<file path="src/rtl/sysctl_cfg.svh">
// offsets, field positions, reset values of the system control registers
`ifndef SYSCTL_CFG_SVH
`define SYSCTL_CFG_SVH
`define ADDR_W           6
`define OFS_EXT_MEM_CTRL 6'h1D
`define OFS_RESET_SRC    6'h34
`define OFS_SLEEP_CTRL   6'h35
`define OFS_EXT_IRQ_MASK 6'h37
`define OFS_IRQ_STATUS   6'h38
`define OFS_IRQ_MASK     6'h39
`define OFS_CORE_STATUS  6'h3F
`define BIT_LATCH_WAIT_HI   7
`define BIT_LATCH_WAIT_LO   6
`define BIT_LATCH_WAVE_HI   5
`define BIT_LATCH_WAVE_LO   4
`define BIT_MEM_IF_MODE_LO  1
`define BIT_MEM_IF_MODE_HI  0
`define BIT_SLEEP_PERMIT    6
`define BIT_SLEEP_DEPTH     5
`define BIT_PIN_RESET_FLAG  1
`define BIT_POWER_ON_FLAG   0
`define BIT_GLOBAL_IE       7
`define RST_EXT_MEM_CTRL    8'h00
`define RST_EXT_IRQ_MASK    8'h00
`define RST_POWER_ON_FLAG   1'b1
`define RST_PIN_RESET_FLAG  1'b0
`define IRQ_EVT_W           6
`define IRQ_EVT_WAKE        4
`define IRQ_EVT_STANDBY     5
`endif

</file>
<file path="src/rtl/sysctl_pkg.sv">
// types of the system control register bank
package sysctl_pkg;
	typedef enum logic [1:0] {SLP_AWAKE, SLP_IDLE, SLP_POWER_DOWN, SLP_STANDBY} sleep_e;
	typedef struct packed {
		logic [7:0] ext_mem_ctrl;
		logic       sleep_permit;
		logic       sleep_depth_select;
		logic       power_on_flag;
		logic       pin_reset_flag;
		logic [3:0] irq_polarity;
		logic [3:0] pin_irq_enable;
		logic       global_ie;
		logic [5:0] irq_status;
		logic [5:0] irq_mask;
		sleep_e     sleep;
		logic [3:0] pin_irq_req;
		logic [7:0] rdata;
	} state_s;
endpackage

</file>
<file path="src/rtl/sysctl_regs.sv">
// system control registers: memory interface setup, sleep, reset flags, pin interrupts
//
// Notes on behaviour
// - latch wait states in bits 7:6
// - latch waveform mode in bits 5:4
// - interface mode, high bit 0, low bit 1
// - sleep instruction acts only when permitted
// - shallow sleep stops only the core clock
// - deep sleep stops the oscillator too
// - wake on enabled pin interrupt, or usb activity while usb core active
// - tap activity moves deep sleep to stand-by
// - power-on sets power-on flag
// - pin reset sets its flag; both writable
// - watchdog reset leaves both flags alone
// - polarity bits 7:4, cleared means active high
// - pin interrupt needs own and global enable
// - global enable cleared on entry, set on return
`include "sysctl_cfg.svh"
module sysctl_regs
	import sysctl_pkg::*;
(
	input  wire logic                 SYS_CLK,
	input  wire logic                 ARST_N,
	input  wire logic [`ADDR_W-1:0]   ADDR,
	input  wire logic [7:0]           WDATA,
	input  wire logic                 WR_STB,
	input  wire logic                 RD_STB,
	output logic      [7:0]           RDATA,
	input  wire logic                 SLEEP_INSN,
	input  wire logic                 IRQ_TAKEN,
	input  wire logic                 RETURN_FROM_IRQ_INSTRUCTION,
	input  wire logic                 PIN_RESET_SEEN,
	input  wire logic                 WATCHDOG_RESET_SEEN,
	input  wire logic [3:0]           PIN_IRQ,
	input  wire logic                 USB_CORE_ACTIVE,
	input  wire logic                 USB_BUS_ACTIVITY,
	input  wire logic                 TAP_ACTIVITY,
	output logic      [1:0]           LATCH_WAIT,
	output logic      [1:0]           LATCH_WAVEFORM,
	output logic      [1:0]           MEM_IF_MODE,
	output logic      [1:0]           SLEEP_STATE,
	output logic                      CORE_CLK_STOP,
	output logic                      OSC_STOP,
	output logic                      GLOBAL_IE,
	output logic      [3:0]           PIN_IRQ_REQ,
	output logic                      IRQ
);
	logic       rst_meta_r;
	logic       rst_n;
	state_s     st_r;
	state_s     st_nxt;
	logic [3:0] pin_active;
	logic [3:0] pin_enabled;
	logic       wake;
	logic       wr_hit_emc;
	logic       wr_hit_slp;
	logic       wr_hit_rst;
	logic       wr_hit_eim;
	logic       wr_hit_ist;
	logic       wr_hit_imk;
	logic       wr_hit_gie;

	// reset release through two flops
	always_ff @(posedge SYS_CLK or negedge ARST_N) begin
		if (!ARST_N) begin
			rst_meta_r <= 1'b0;
			rst_n      <= 1'b0;
		end else begin
			rst_meta_r <= 1'b1;
			rst_n      <= rst_meta_r;
		end
	end

	assign wr_hit_emc = WR_STB && (ADDR == `OFS_EXT_MEM_CTRL);
	assign wr_hit_slp = WR_STB && (ADDR == `OFS_SLEEP_CTRL);
	assign wr_hit_rst = WR_STB && (ADDR == `OFS_RESET_SRC);
	assign wr_hit_eim = WR_STB && (ADDR == `OFS_EXT_IRQ_MASK);
	assign wr_hit_ist = WR_STB && (ADDR == `OFS_IRQ_STATUS);
	assign wr_hit_imk = WR_STB && (ADDR == `OFS_IRQ_MASK);
	assign wr_hit_gie = WR_STB && (ADDR == `OFS_CORE_STATUS);

	// per-pin polarity and enable gating, with its checks
	for (genvar i = 0; i < 4; i++) begin : g_pin
		assign pin_active[i]  = st_r.irq_polarity[i] ? !PIN_IRQ[i] : PIN_IRQ[i];
		assign pin_enabled[i] = pin_active[i] && st_r.pin_irq_enable[i]
		                        && st_r.global_ie;

	end
	assign wake        = (|pin_enabled) || (USB_CORE_ACTIVE && USB_BUS_ACTIVITY);

	always_comb begin
		st_nxt = st_r;
		// register writes
		if (wr_hit_emc) begin
			st_nxt.ext_mem_ctrl = WDATA;
		end
		if (wr_hit_slp) begin
			st_nxt.sleep_permit       = WDATA[`BIT_SLEEP_PERMIT];
			st_nxt.sleep_depth_select = WDATA[`BIT_SLEEP_DEPTH];
		end
		if (wr_hit_eim) begin
			st_nxt.irq_polarity   = WDATA[7:4];
			st_nxt.pin_irq_enable = WDATA[3:0];
		end
		if (wr_hit_imk) begin
			st_nxt.irq_mask = WDATA[`IRQ_EVT_W-1:0];
		end
		// reset flags: software writes, pin reset sets and wins
		if (wr_hit_rst) begin
			st_nxt.power_on_flag  = WDATA[`BIT_POWER_ON_FLAG];
			st_nxt.pin_reset_flag = WDATA[`BIT_PIN_RESET_FLAG];
		end
		if (PIN_RESET_SEEN) begin
			st_nxt.pin_reset_flag = 1'b1;
		end
		// watchdog reset touches neither flag
		// global enable: write, cleared on entry, set on return
		if (wr_hit_gie) begin
			st_nxt.global_ie = WDATA[`BIT_GLOBAL_IE];
		end
		if (IRQ_TAKEN) begin
			st_nxt.global_ie = 1'b0;
		end
		if (RETURN_FROM_IRQ_INSTRUCTION) begin
			st_nxt.global_ie = 1'b1;
		end
		st_nxt.pin_irq_req = pin_enabled;
		// sleep sequencing
		case (st_r.sleep)
			SLP_AWAKE: begin
				if (SLEEP_INSN && st_r.sleep_permit) begin
					st_nxt.sleep = st_r.sleep_depth_select ? SLP_POWER_DOWN
					                                       : SLP_IDLE;
				end
			end
			SLP_POWER_DOWN: begin
				if (wake) begin
					st_nxt.sleep = SLP_AWAKE;
				end else if (TAP_ACTIVITY) begin
					st_nxt.sleep = SLP_STANDBY;
				end
			end
			SLP_IDLE, SLP_STANDBY: begin
				if (wake) begin
					st_nxt.sleep = SLP_AWAKE;
				end
			end
			default: begin
				st_nxt.sleep = SLP_AWAKE;
			end
		endcase
		// sticky events, write one to clear, set wins
		if (wr_hit_ist) begin
			st_nxt.irq_status = st_r.irq_status & ~WDATA[`IRQ_EVT_W-1:0];
		end
		st_nxt.irq_status[3:0] = st_nxt.irq_status[3:0] | pin_enabled;
		if (st_r.sleep != SLP_AWAKE && st_nxt.sleep == SLP_AWAKE) begin
			st_nxt.irq_status[`IRQ_EVT_WAKE] = 1'b1;
		end
		if (st_r.sleep == SLP_POWER_DOWN && st_nxt.sleep == SLP_STANDBY) begin
			st_nxt.irq_status[`IRQ_EVT_STANDBY] = 1'b1;
		end
		// read data, one cycle after the strobe
		st_nxt.rdata = 8'h00;
		if (RD_STB) begin
			case (ADDR)
				`OFS_EXT_MEM_CTRL: st_nxt.rdata = st_r.ext_mem_ctrl;
				`OFS_RESET_SRC:    st_nxt.rdata = {6'h00, st_r.pin_reset_flag,
				                                   st_r.power_on_flag};
				`OFS_SLEEP_CTRL:   st_nxt.rdata = {1'b0, st_r.sleep_permit,
				                                   st_r.sleep_depth_select, 5'h00};
				`OFS_EXT_IRQ_MASK: st_nxt.rdata = {st_r.irq_polarity, st_r.pin_irq_enable};
				`OFS_IRQ_STATUS:   st_nxt.rdata = {2'h0, st_r.irq_status};
				`OFS_IRQ_MASK:     st_nxt.rdata = {2'h0, st_r.irq_mask};
				`OFS_CORE_STATUS:  st_nxt.rdata = {st_r.global_ie, 7'h00};
				default:           st_nxt.rdata = 8'h00;
			endcase
		end
	end

	always_ff @(posedge SYS_CLK or negedge rst_n) begin
		if (!rst_n) begin
			st_r                    <= '0;
			st_r.ext_mem_ctrl       <= `RST_EXT_MEM_CTRL;
			st_r.power_on_flag      <= `RST_POWER_ON_FLAG;
			st_r.pin_reset_flag     <= `RST_PIN_RESET_FLAG;
			st_r.sleep              <= SLP_AWAKE;
		end else begin
			st_r <= st_nxt;
		end
	end

	assign RDATA          = st_r.rdata;
	assign LATCH_WAIT     = {st_r.ext_mem_ctrl[`BIT_LATCH_WAIT_HI],
	                         st_r.ext_mem_ctrl[`BIT_LATCH_WAIT_LO]};
	assign LATCH_WAVEFORM = {st_r.ext_mem_ctrl[`BIT_LATCH_WAVE_HI],
	                         st_r.ext_mem_ctrl[`BIT_LATCH_WAVE_LO]};
	assign MEM_IF_MODE    = {st_r.ext_mem_ctrl[`BIT_MEM_IF_MODE_HI],
	                         st_r.ext_mem_ctrl[`BIT_MEM_IF_MODE_LO]};
	assign SLEEP_STATE    = st_r.sleep;
	assign CORE_CLK_STOP  = (st_r.sleep != SLP_AWAKE);
	assign OSC_STOP       = (st_r.sleep == SLP_POWER_DOWN);
	assign GLOBAL_IE      = st_r.global_ie;
	assign PIN_IRQ_REQ    = st_r.pin_irq_req;
	assign IRQ            = |(st_r.irq_status & st_r.irq_mask);
endmodule // sysctl_regs

</file>
<file path="config.mk">
export PLATFORM = sky130hd
export DESIGN_NAME = sysctl_regs
export DESIGN_NICKNAME = d
export VERILOG_FILES = /design/src/rtl/sysctl_pkg.sv /design/src/rtl/sysctl_regs.sv
export VERILOG_INCLUDE_DIRS = /design/src /design/src/rtl
export SDC_FILE = /design/constraint.sdc
export NUM_CORES = 1
export LEC_CHECK = 0
export BUFFER_PORTS_ARGS = -buffer_cell sky130_fd_sc_hd__buf_4
export CAP_MARGIN = 5
export CORE_UTILIZATION = 45
export DETAILED_ROUTE_END_ITERATION = 10
export PLACE_DENSITY_LB_ADDON = 0.25
export SYNTH_ARGS = -nofsm -noshare
export SYNTH_HDL_FRONTEND = slang
export SYNTH_SLANG_ARGS = --single-unit
</file>
<file path="constraint.sdc">
create_clock -name SYS_CLK -period 2.11 [get_ports SYS_CLK]
set_input_delay 0.211 -clock SYS_CLK [delete_from_list [all_inputs] [get_ports SYS_CLK]]
set_output_delay 0.211 -clock SYS_CLK [all_outputs]
set_load 0.02 [all_outputs]
</file>
Word-level counts from Yosys, hierarchy flattened:

Cells that the tools add are included.

* add/subtract/negate cells: 0
* reduce and logical (&&, ||, !) cells: 34
* multiplexer cells: 20
* magnitude comparators: 0
* equal/unequal tests: 11
* multiply operators: 0
* bitwise logic cells: 4
* shifts and indexed selects: 0
* divide/modulo/power cells: 0

Operator list (count)
* $pmux 8 s7: 1
* $eq 6x6->1 const B: 6
* $logic_and 1x1->1: 19
* $and 6x6->6: 2
* $mux 1: 11
* $mux 2: 5
* $mux 8: 1
* $reduce_bool 2->1: 4
* $eq 2x2->1 const B: 3
* $eq 6x5->1 const B: 1
* $mux 6: 1
* $not 6->6: 1
* $pmux 2 s3: 1
* $reduce_or 6->1: 1
* $logic_not 1->1: 4
* $logic_not 2->1: 2
* $or 4x4->4: 1
* $reduce_or 4->1: 1
* $reduce_bool 3->1: 1
* $eq 2x1->1 const B: 1
* $reduce_or 2->1: 1
* $logic_or 1x1->1: 1

* word-level logic and storage cells: 86
* bits in registers: 49
* memory bits (read-only): 0
* memories kept: 0
* memory bits (writable): 0
* latch bits: 0
* input port bits: 30
* output and inout port bits: 24

Logic depth before layout (Yosys ltp):

Gate-level depths: netlist of the first run.

* depth after elaboration: 11
* depth in mapped cells: 7
* depth with buffers taken out: 4

Worst setup path after synthesis of the first run:

Ideal clock, no wire load.

* path type: flip-flop to flip-flop
* from: reg st_r, in the netlist GLOBAL_IE
* to: reg st_r[24] in the netlist's numbering
* path buffers: 0
* setup slack: 0.539 ns
* data required time: 1.989 ns
* cell stages (with the launch flop): 4
* period minus slack after synthesis: 1.571 ns
* arrival: 1.450 ns
* path through: dfrtp_1 > and3_1 > or4_1 > a22o_1

* longest elaborated chain between the ends: 8
* elaborated cells on any way between the ends: 13
* those cells by class: mux: 4; reduce/logical: 9

RTL lines
* start, declared: RTL line sysctl_regs.sv:50 `state_s st_r;`
* start signal, assigned: RTL line sysctl_regs.sv:189 `st_r <= st_nxt;`
* $logic_and 1x1->1 (*): RTL line sysctl_regs.sv:86 `&& st_r.global_ie;`
* via pin_enabled[0]: RTL line sysctl_regs.sv:53 `logic [3:0] pin_enabled;`
* $reduce_or 4->1 (*): RTL line sysctl_regs.sv:89 `assign wake = (|pin_enabled) || (USB_CORE_ACTIVE && USB_BUS_ACTIVITY);`
* $logic_or 1x1->1 (*): RTL line sysctl_regs.sv:89
* $mux 2 (on tied branches): RTL line sysctl_regs.sv:144, sysctl_regs.sv:137
* $pmux 2 s3 (*): RTL line sysctl_regs.sv:129 `case (st_r.sleep)`
* $logic_not 2->1 (*): RTL line sysctl_regs.sv:157 `if (st_r.sleep != SLP_AWAKE && st_nxt.sleep == SLP_AWAKE) begin`
* $logic_and 1x1->1 (*): RTL line sysctl_regs.sv:157
* $mux 1 / $reduce_bool 2->1 (equally long branches)

The timed path passes the listed nets; every way through them passes the cells marked *.
A chain may end at the register's enable or synchronous reset.

Worst setup path after layout of the first run:

* from: reg st_r[31] in the netlist's numbering
* to: reg st_r[24] in the netlist's numbering

* longest elaborated chain between the ends: 10
* elaborated cells on any way between the ends: 12
* those cells by class: mux: 5; reduce/logical: 7

RTL lines
* $mux 1 (*): RTL line sysctl_regs.sv:84 `assign pin_active[i] = st_r.irq_polarity[i] ? !PIN_IRQ[i] : PIN_IRQ[i];`
* $logic_and 1x1->1 (*): RTL line sysctl_regs.sv:85 `assign pin_enabled[i] = pin_active[i] && st_r.pin_irq_enable[i]`
* $logic_and 1x1->1 (*): RTL line sysctl_regs.sv:86
* via pin_enabled[0]: RTL line sysctl_regs.sv:53
* $reduce_or 4->1 (*): RTL line sysctl_regs.sv:89
* $logic_or 1x1->1 (*): RTL line sysctl_regs.sv:89
* $mux 2 (on tied branches): RTL line sysctl_regs.sv:144, sysctl_regs.sv:137
* $pmux 2 s3 (*): RTL line sysctl_regs.sv:129
* $logic_not 2->1 (*): RTL line sysctl_regs.sv:157
* $logic_and 1x1->1 (*): RTL line sysctl_regs.sv:157
* $mux 1 / $reduce_bool 2->1 (equally long branches)

Marks and branches as above.

==> summary.txt, run 1 <==
Clock network
  – Worst-Skew Late Latency: 0.31 ns
  – Clock root cell: clkbuf_8
  – H-tree levels: 2
  – Cells resized by post-CTS repair: 0
  – Sink Count: around 50
  – Clk pin slew, worst setup/hold paths: about 0.09 ns
  – Num CTS Buffers: 5
  – Clock Tree Buf Depth: 2
  – CTS tree: built

Yosys
  – Top_reg_cell synth: dfrtp_1
  – Netlist cell types: 43
  – Yosys warning count: 0
  – Post-synth EDFFs: 0
  – Cell Area, Synth: 2370 sq um
  – Sequential fraction of the synthesis area: 0.517
  – Seq cells post-synth: 49
  – Mapped Avg Cell Area: 11.9 sq um
  – Synthesized Nets: ~230
  – Post-synth ARST share: 1.00
  – Cells after Synth: between 150 and 200

Die
  – Core area: 5110 sq um
  – Rows: 26
  – Die Height: 74.6 microns
  – Starting Density: 0.465
  – Die width: 74.6 microns
  – Die Area: 5570 sq um
  – Top Ports: 54

Power and ir drop
  – Sw frac: 0.282
  – Logic gate share of total power: 0.187
  – Clock share of power: 0.295
  – Switch Pwr: 649 uW
  – Max IR drop VDD: 0.304 mV
  – Pwr/cell area: around 810 nW/um^2
  – Pint: 1650 uW
  – Reg power frac: 0.518
  – Leakage: roughly 0.0014 uW

Worst hold path
  – Min-delay worst type: input port to flip-flop

Final layout
  – Final Util: 0.559
  – Layout Nets: 270
  – ANT cells: 0
  – Layout cells sized above 1: 0.415
  – Filler instances: 467
  – Area grow syn2layout: 20.2%

Timing
  – Fin Hold WS: between 0.08 and 0.09 ns
  – Final min period: 1.73 ns
  – Setup TNS: 0 ns
  – Crit share post-route: 0.820
  – Setup ws final: 0.379 ns
  – Slew Viols, Final: 0
  – Endpoints failing setup: 0
  – Rel. slew slack: 0.584
  – Worst-margin pin slew: 0.624 ns
  – Max frequency: 578 MHz
  – RSZ-0062 raised after global routing: no
  – Final Skew: 0.00917 ns
  – Final Hold Viols: 0

GRT
  – Grt total ovfl: 0
  – Largest net degree at the start of global routing: 26
  – All-Layer GR Usage: 0.201
  – First-pass GRT wire length: 8.06 mm
  – Initial antenna violation count: 0
  – Vias in the first global route: 1572

Setup path
  – CP Max Fanout: 4
  – CP Data Required Time: 2.31 ns
  – CP Capture Type: flip-flop
  – Crit start category: flip-flop
  – Critical Path AT: between 1.5 and 2 ns
  – Setup CP Type: flip-flop to flip-flop
  – Reg2reg setup slack: 0.38 ns

Route
  – Via Count: 1684
  – Per-cell routed wire length: approximately 16 microns
  – Drt pass-1 iters: 4
  – Post-route ant nets: 0
  – Number of remaining DRC errors: 0
  – Number of DRC markers in iteration 0: 103
  – Vias/cell: between 5 and 6
  – Routed WL: 5.08 mm

Placed design
  – Port bufs: 52
  – Final GP Congestion: 0.821
  – Pre-CTS setup slack: 0.397 ns
  – DP HPWL: about 3.7 mm

Outcome
  – Status: complete, no violations

Run
  – Max-Cap Viols: 0
[synth_stat cells (all sizes together), types with 2 or more instances]
| cell | count | area share |
|---|---|---|
| nor3 | 2 | 0.0042 |
| mux2i | 3 | 0.013 |
| a22o | 4 | 0.015 |
| nand2b | 2 | 0.0084 |
| buf | 26 | 0.080 |
| nor4b | 2 | 0.016 |
| nand3 | 5 | 0.011 |
| a21o | 4 | 0.013 |
| a21oi | 8 | 0.017 |
| nor2 | 7 | 0.011 |
| xor2 | 4 | 0.015 |
| a22oi | 13 | 0.041 |
| and2 | 2 | 0.0053 |
| inv | 2 | 0.0032 |
| mux2 | 26 | 0.12 |
| and3 | 4 | 0.011 |
| dfrtp | 48 | 0.51 |
| nand2 | 16 | 0.032 |
| nand4bb | 2 | 0.0095 |
[what timing repair did]
action | CTS | global route
hold buffers | 1 | 0
setup buffers | 0 | 0
endpoints found under the hold margin | 2 | 0
[power groups by stage]
stage	registers (uW)	logic (uW)	clock network, uW
final	1190	431	679
after global routing	1210	468	725
after floorplan	1170	299	0
after detailed placement	1210	432	0
after CTS	1190	434	687
after global placement	1200	425	0
[state kept, by name, indices dropped and copies added, names as in the netlist]
register        count
GLOBAL_IE           1
LATCH_WAIT          2
LATCH_WAVEFORM      2
MEM_IF_MODE         2
PIN_IRQ_REQ         4
RDATA               8
SLEEP_STATE         2
rst_meta_r          1
rst_n               1
st_r               26
[cell type report]
cell class | instances | area [sq um] | share of cell area
sequential | 49 | 1230 | 0.431
tap | 70 | 87.6 | 0.0307
inverter | 2 | 7.51 | 0.00263
clock inverter | 3 | 46.3 | 0.0162
timing repair buffer | 60 | 465 | 0.163
multi-input combinational | 122 | 950 | 0.333
clock buffer | 5 | 68.8 | 0.0241
[cell families (layout without fill, tap and decap cells)]
kind of cell | Yosys count | after routing | synth area share
buffers and inverters | 28 | 70 | 0.0828
multiplexers | 29 | 29 | 0.136
other | 1 | 1 | 0.00158
XOR/XNOR | 4 | 4 | 0.0148
AND/OR/NAND/NOR | 50 | 50 | 0.133
AO/OA/AOI/OAI | 38 | 38 | 0.114
flip-flops | 49 | 49 | 0.517
[through the flow]
| stage | instance area (sq um) | std cells | total power [uW] |
|---|---|---|---|
| after detailed placement | 2730 | 302 | 1640 |
| after CTS | 2850 | 311 | 2310 |
| final | 2850 | 311 | 2300 |
| after global placement | 2730 | 302 | 1630 |
| after floorplan | 2370 | 199 | 1470 |
| after global routing | 2850 | 311 | 2400 |
[layout by cell type (no fill, tap or decap), drive strengths merged, types with 2 or more instances in the layout]
cell type  Yosys  routed
buf           26      59
dfrtp         48      48
nand2         16      16
a22oi         13      13
a21oi          8       8
nor4b          2       2
clkbuf         0       5
nand4bb        2       2
mux2i          3       3
nand2b         2       2
and3           4       4
inv            2       2
mux2          26      26
nor2           7       7
and2           2       2
a21o           4       4
xor2           4       4
nor3           2       2
nand3          5       5
a22o           4       4
[routing by layer]
layer,GRT usage,wire length (microns),vias to the layer above
met5,0,0,-
met4,0.0545,64,0
met3,0.0455,190,6
met2,0.302,2410,44
met1,0.296,2410,842
li1,-,-,792
[path summary, 6_finish.rpt]
| path | from | end | cells after the start |
|---|---|---|---|
| worst max-delay path | st_r[31]$_DFFE_PN0P_ | st_r[24]$_DFFE_PN0P_ | 4 |
| worst min-delay path | IRQ_TAKEN | GLOBAL_IE$_DFFE_PN0P_ | 2 |
| worst max register to register | st_r[31]$_DFFE_PN0P_ | st_r[24]$_DFFE_PN0P_ | 4 |
| worst min register to register | rst_n$_DFF_PN0_ | st_r[20]$_DFF_PN0_ | 0 |
| max in group asynchronous | rst_n$_DFF_PN0_ | st_r[36]$_DFFE_PN1P_ | 1 |
| min in group asynchronous | ARST_N | rst_meta_r$_DFF_PN0_ | 2 |
[critical path, stage by stage (launching register included)]
cell     delay (ns)
dfrtp_1        0.41
xor2_1         0.15
and3_1         0.23
or4_1          0.60
a22o_1         0.24
Power figures use the tool's default switching activity.
==> inputs of run 2 (changes only) <==
==> constraint.sdc (replaced) <==
create_clock -name SYS_CLK -period 1.5 [get_ports SYS_CLK]
set_input_delay 0.15 -clock SYS_CLK [delete_from_list [all_inputs] [get_ports SYS_CLK]]
set_output_delay 0.15 -clock SYS_CLK [all_outputs]
set_load 0.02 [all_outputs]
==> summary.txt, run 2 (synthesis results as in run 1) <==
Outcome
  – Status: complete, but fails checks
  – Violations in the final reports: setup timing

Clock network
  – Clock Tree Buf Depth: 2
  – H-tree levels: 2
  – CTS tree: built
  – Clk pin slew, worst setup/hold paths: 0.09 ns
  – Worst-Skew Late Latency: around 0.30 ns
  – Sink Count: 49
  – Clock root cell: clkbuf_8
  – Num CTS Buffers: 5

Run
  – Max-Cap Viols: 0

Die
  – Starting Density: 0.465
  – Top Ports: 54
  – Die width: between 70 and 80 microns
  – Die Height: approximately 75 microns
  – Die Area: 5570 sq um
  – Rows: 26
  – Core area: 5110 sq um

Worst hold path
  – WHS Path Cells: 2
  – Min-delay src: IRQ_TAKEN
  – WHS Endpoint: GLOBAL_IE$_DFFE_PN0P_
  – Min-delay worst type: input port to flip-flop

Timing
  – Crit share post-route: 1.07
  – Setup TNS: -0.143 ns
  – Setup ws final: -0.107 ns
  – Final Skew: 0.0141 ns
  – RSZ-0062 raised after global routing: yes
  – Max frequency: about 620 MHz
  – Endpoints failing setup: 3
  – Final Hold Viols: 0
  – Slew Viols, Final: 0
  – Final min period: between 1.5 and 2 ns
  – Fin Hold WS: 0.0325 ns

GRT
  – First-pass GRT wire length: 8.32 mm
  – Vias in the first global route: roughly 1600
  – All-Layer GR Usage: 0.206
  – Grt total ovfl: 0
  – Initial antenna violation count: 0
  – Largest net degree at the start of global routing: 35

Final layout
  – Area grow syn2layout: 24.8%
  – Multi-input logic area: 955 sq um
  – Most frequent cells in the layout: buf_4 (70), dfrtp_1 (46), mux2_2 (26)
  – Commonest non-fill, non-tap cell in the layout: buf_4
  – Layout cells sized above 1: 0.453
  – Final Util: 0.580
  – Layout Nets: 283
  – Non-filler cells, final: about 320
  – Reg area: 1230 sq um
  – Most flop-heavy register: st_r
  – Largest register FFs: 26
  – ANT cells: 0
  – Filler instances: roughly 450

Route
  – Number of DRC markers in iteration 0: 93
  – Met2 WL: 2.67 mm
  – Per-cell routed wire length: 16.8 microns
  – Top Metal Used: met4
  – Wire length on met1: 2.48 mm
  – Routed WL: 5.43 mm
  – Via Count: 1762
  – Met3 wire length: 252 microns
  – Post-route ant nets: 0
  – Number of remaining DRC errors: 0
  – Vias/cell: 5.44
  – Drt pass-1 iters: 4

Placed design
  – DP HPWL: a little under 4 mm
  – Port bufs: 52
  – Final GP Congestion: 0.879
  – Cells after DPL: approximately 310

Setup path
  – Reg2reg setup slack: -0.11 ns
  – FF-to-FF End: st_r[24]$_DFFE_PN0P_
  – Critical Path AT: between 1.5 and 2 ns
  – CP Cell Sequence: xor2_1 -> a32o_2 -> or4_4 -> a22o_1
  – CP Data Required Time: approximately 1.7 ns
  – CP Capture Type: flip-flop
  – CP Max Fanout: 2
  – Bufs and invs on worst path: 0
  – CP max stage delay: 0.43 ns
  – Delay-heaviest family, CP: compound AO/OA/AOI/OAI gates
  – Crit start category: flip-flop
  – CP max stage cell: or4_4
  – Setup CP Type: flip-flop to flip-flop
  – RR Startpoint: st_r[34]$_DFFE_PN0P_
  – Register-to-Register Path Depth: 4

Power and ir drop
  – Leakage: 0.00144 uW
  – Pwr/cell area: 1100 nW/um^2
  – Max IR drop VDD: 0.527 mV
  – Pwr Total: roughly 3300 uW
[run 2: layout make-up]
| class | count | area share |
|---|---|---|
| well taps | 70 | 0.0296 |
| multi-input cells | 122 | 0.322 |
| flip-flops and latches | 49 | 0.415 |
| repair buffers | 73 | 0.194 |
| clock buffers | 6 | 0.0245 |
| inverters | 2 | 0.00253 |
| clock inverters | 2 | 0.0118 |
[run 2: stage by stage]
stage,area (sq um),worst slack (ns)
floorplan,2380,-0.0667
global placement,2830,-0.100
detailed placement,2830,-0.109
CTS,2960,-0.0859
global route,2960,-0.157
finish,2960,-0.107
[run 2: worst max-delay path by stage]
stage                    startpoint              endpoint  cells past startpoint  slack [ns]
3_5_place_dp   st_r[34]$_DFFE_PN0P_  st_r[24]$_DFFE_PN0P_                      4       -0.11
5_1_grt        st_r[34]$_DFFE_PN0P_  st_r[24]$_DFFE_PN0P_                      4       -0.16
6_report       st_r[34]$_DFFE_PN0P_  st_r[24]$_DFFE_PN0P_                      4       -0.11
2_1_floorplan  st_r[31]$_DFFE_PN0P_  st_r[24]$_DFFE_PN0P_                      4       -0.07
4_1_cts        st_r[34]$_DFFE_PN0P_  st_r[24]$_DFFE_PN0P_                      4       -0.09
3_3_place_gp   st_r[31]$_DFFE_PN0P_  st_r[24]$_DFFE_PN0P_                      4       -0.10
[run 2: what timing repair did]
| action | 4_1_cts | 5_1_grt |
|---|---|---|
| buffers inserted | 1 | 0 |
| endpoints found under the setup margin | 4 | 4 |
| gates resized for setup | 2 | 0 |
| pin swaps | 2 | 0 |
| hold endpoints to repair | 2 | 0 |
| hold buffers | 1 | 0 |
[run 2: worst reg2reg max path: stages (launching register included)]
cell	delay (ns)
dfrtp_1	0.40
xor2_1	0.16
a32o_2	0.29
or4_4	0.43
a22o_1	0.22
[run 2: metal layers]
layer  global-route usage  vias to the layer above
met4               0.0503                        0
met2                0.343                       57
met5                    0                        -
met3               0.0402                        2
li1                     -                      811
met1                0.279                      892
[run 2: power breakdown]
group | switching [uW] | total [uW] | internal [uW] | leakage [uW]
Sequential | 167 | 1670 | 1510 | 0.000630
Clock | 425 | 920 | 495 | 0.0000552
Combinational | 305 | 675 | 370 | 0.000757
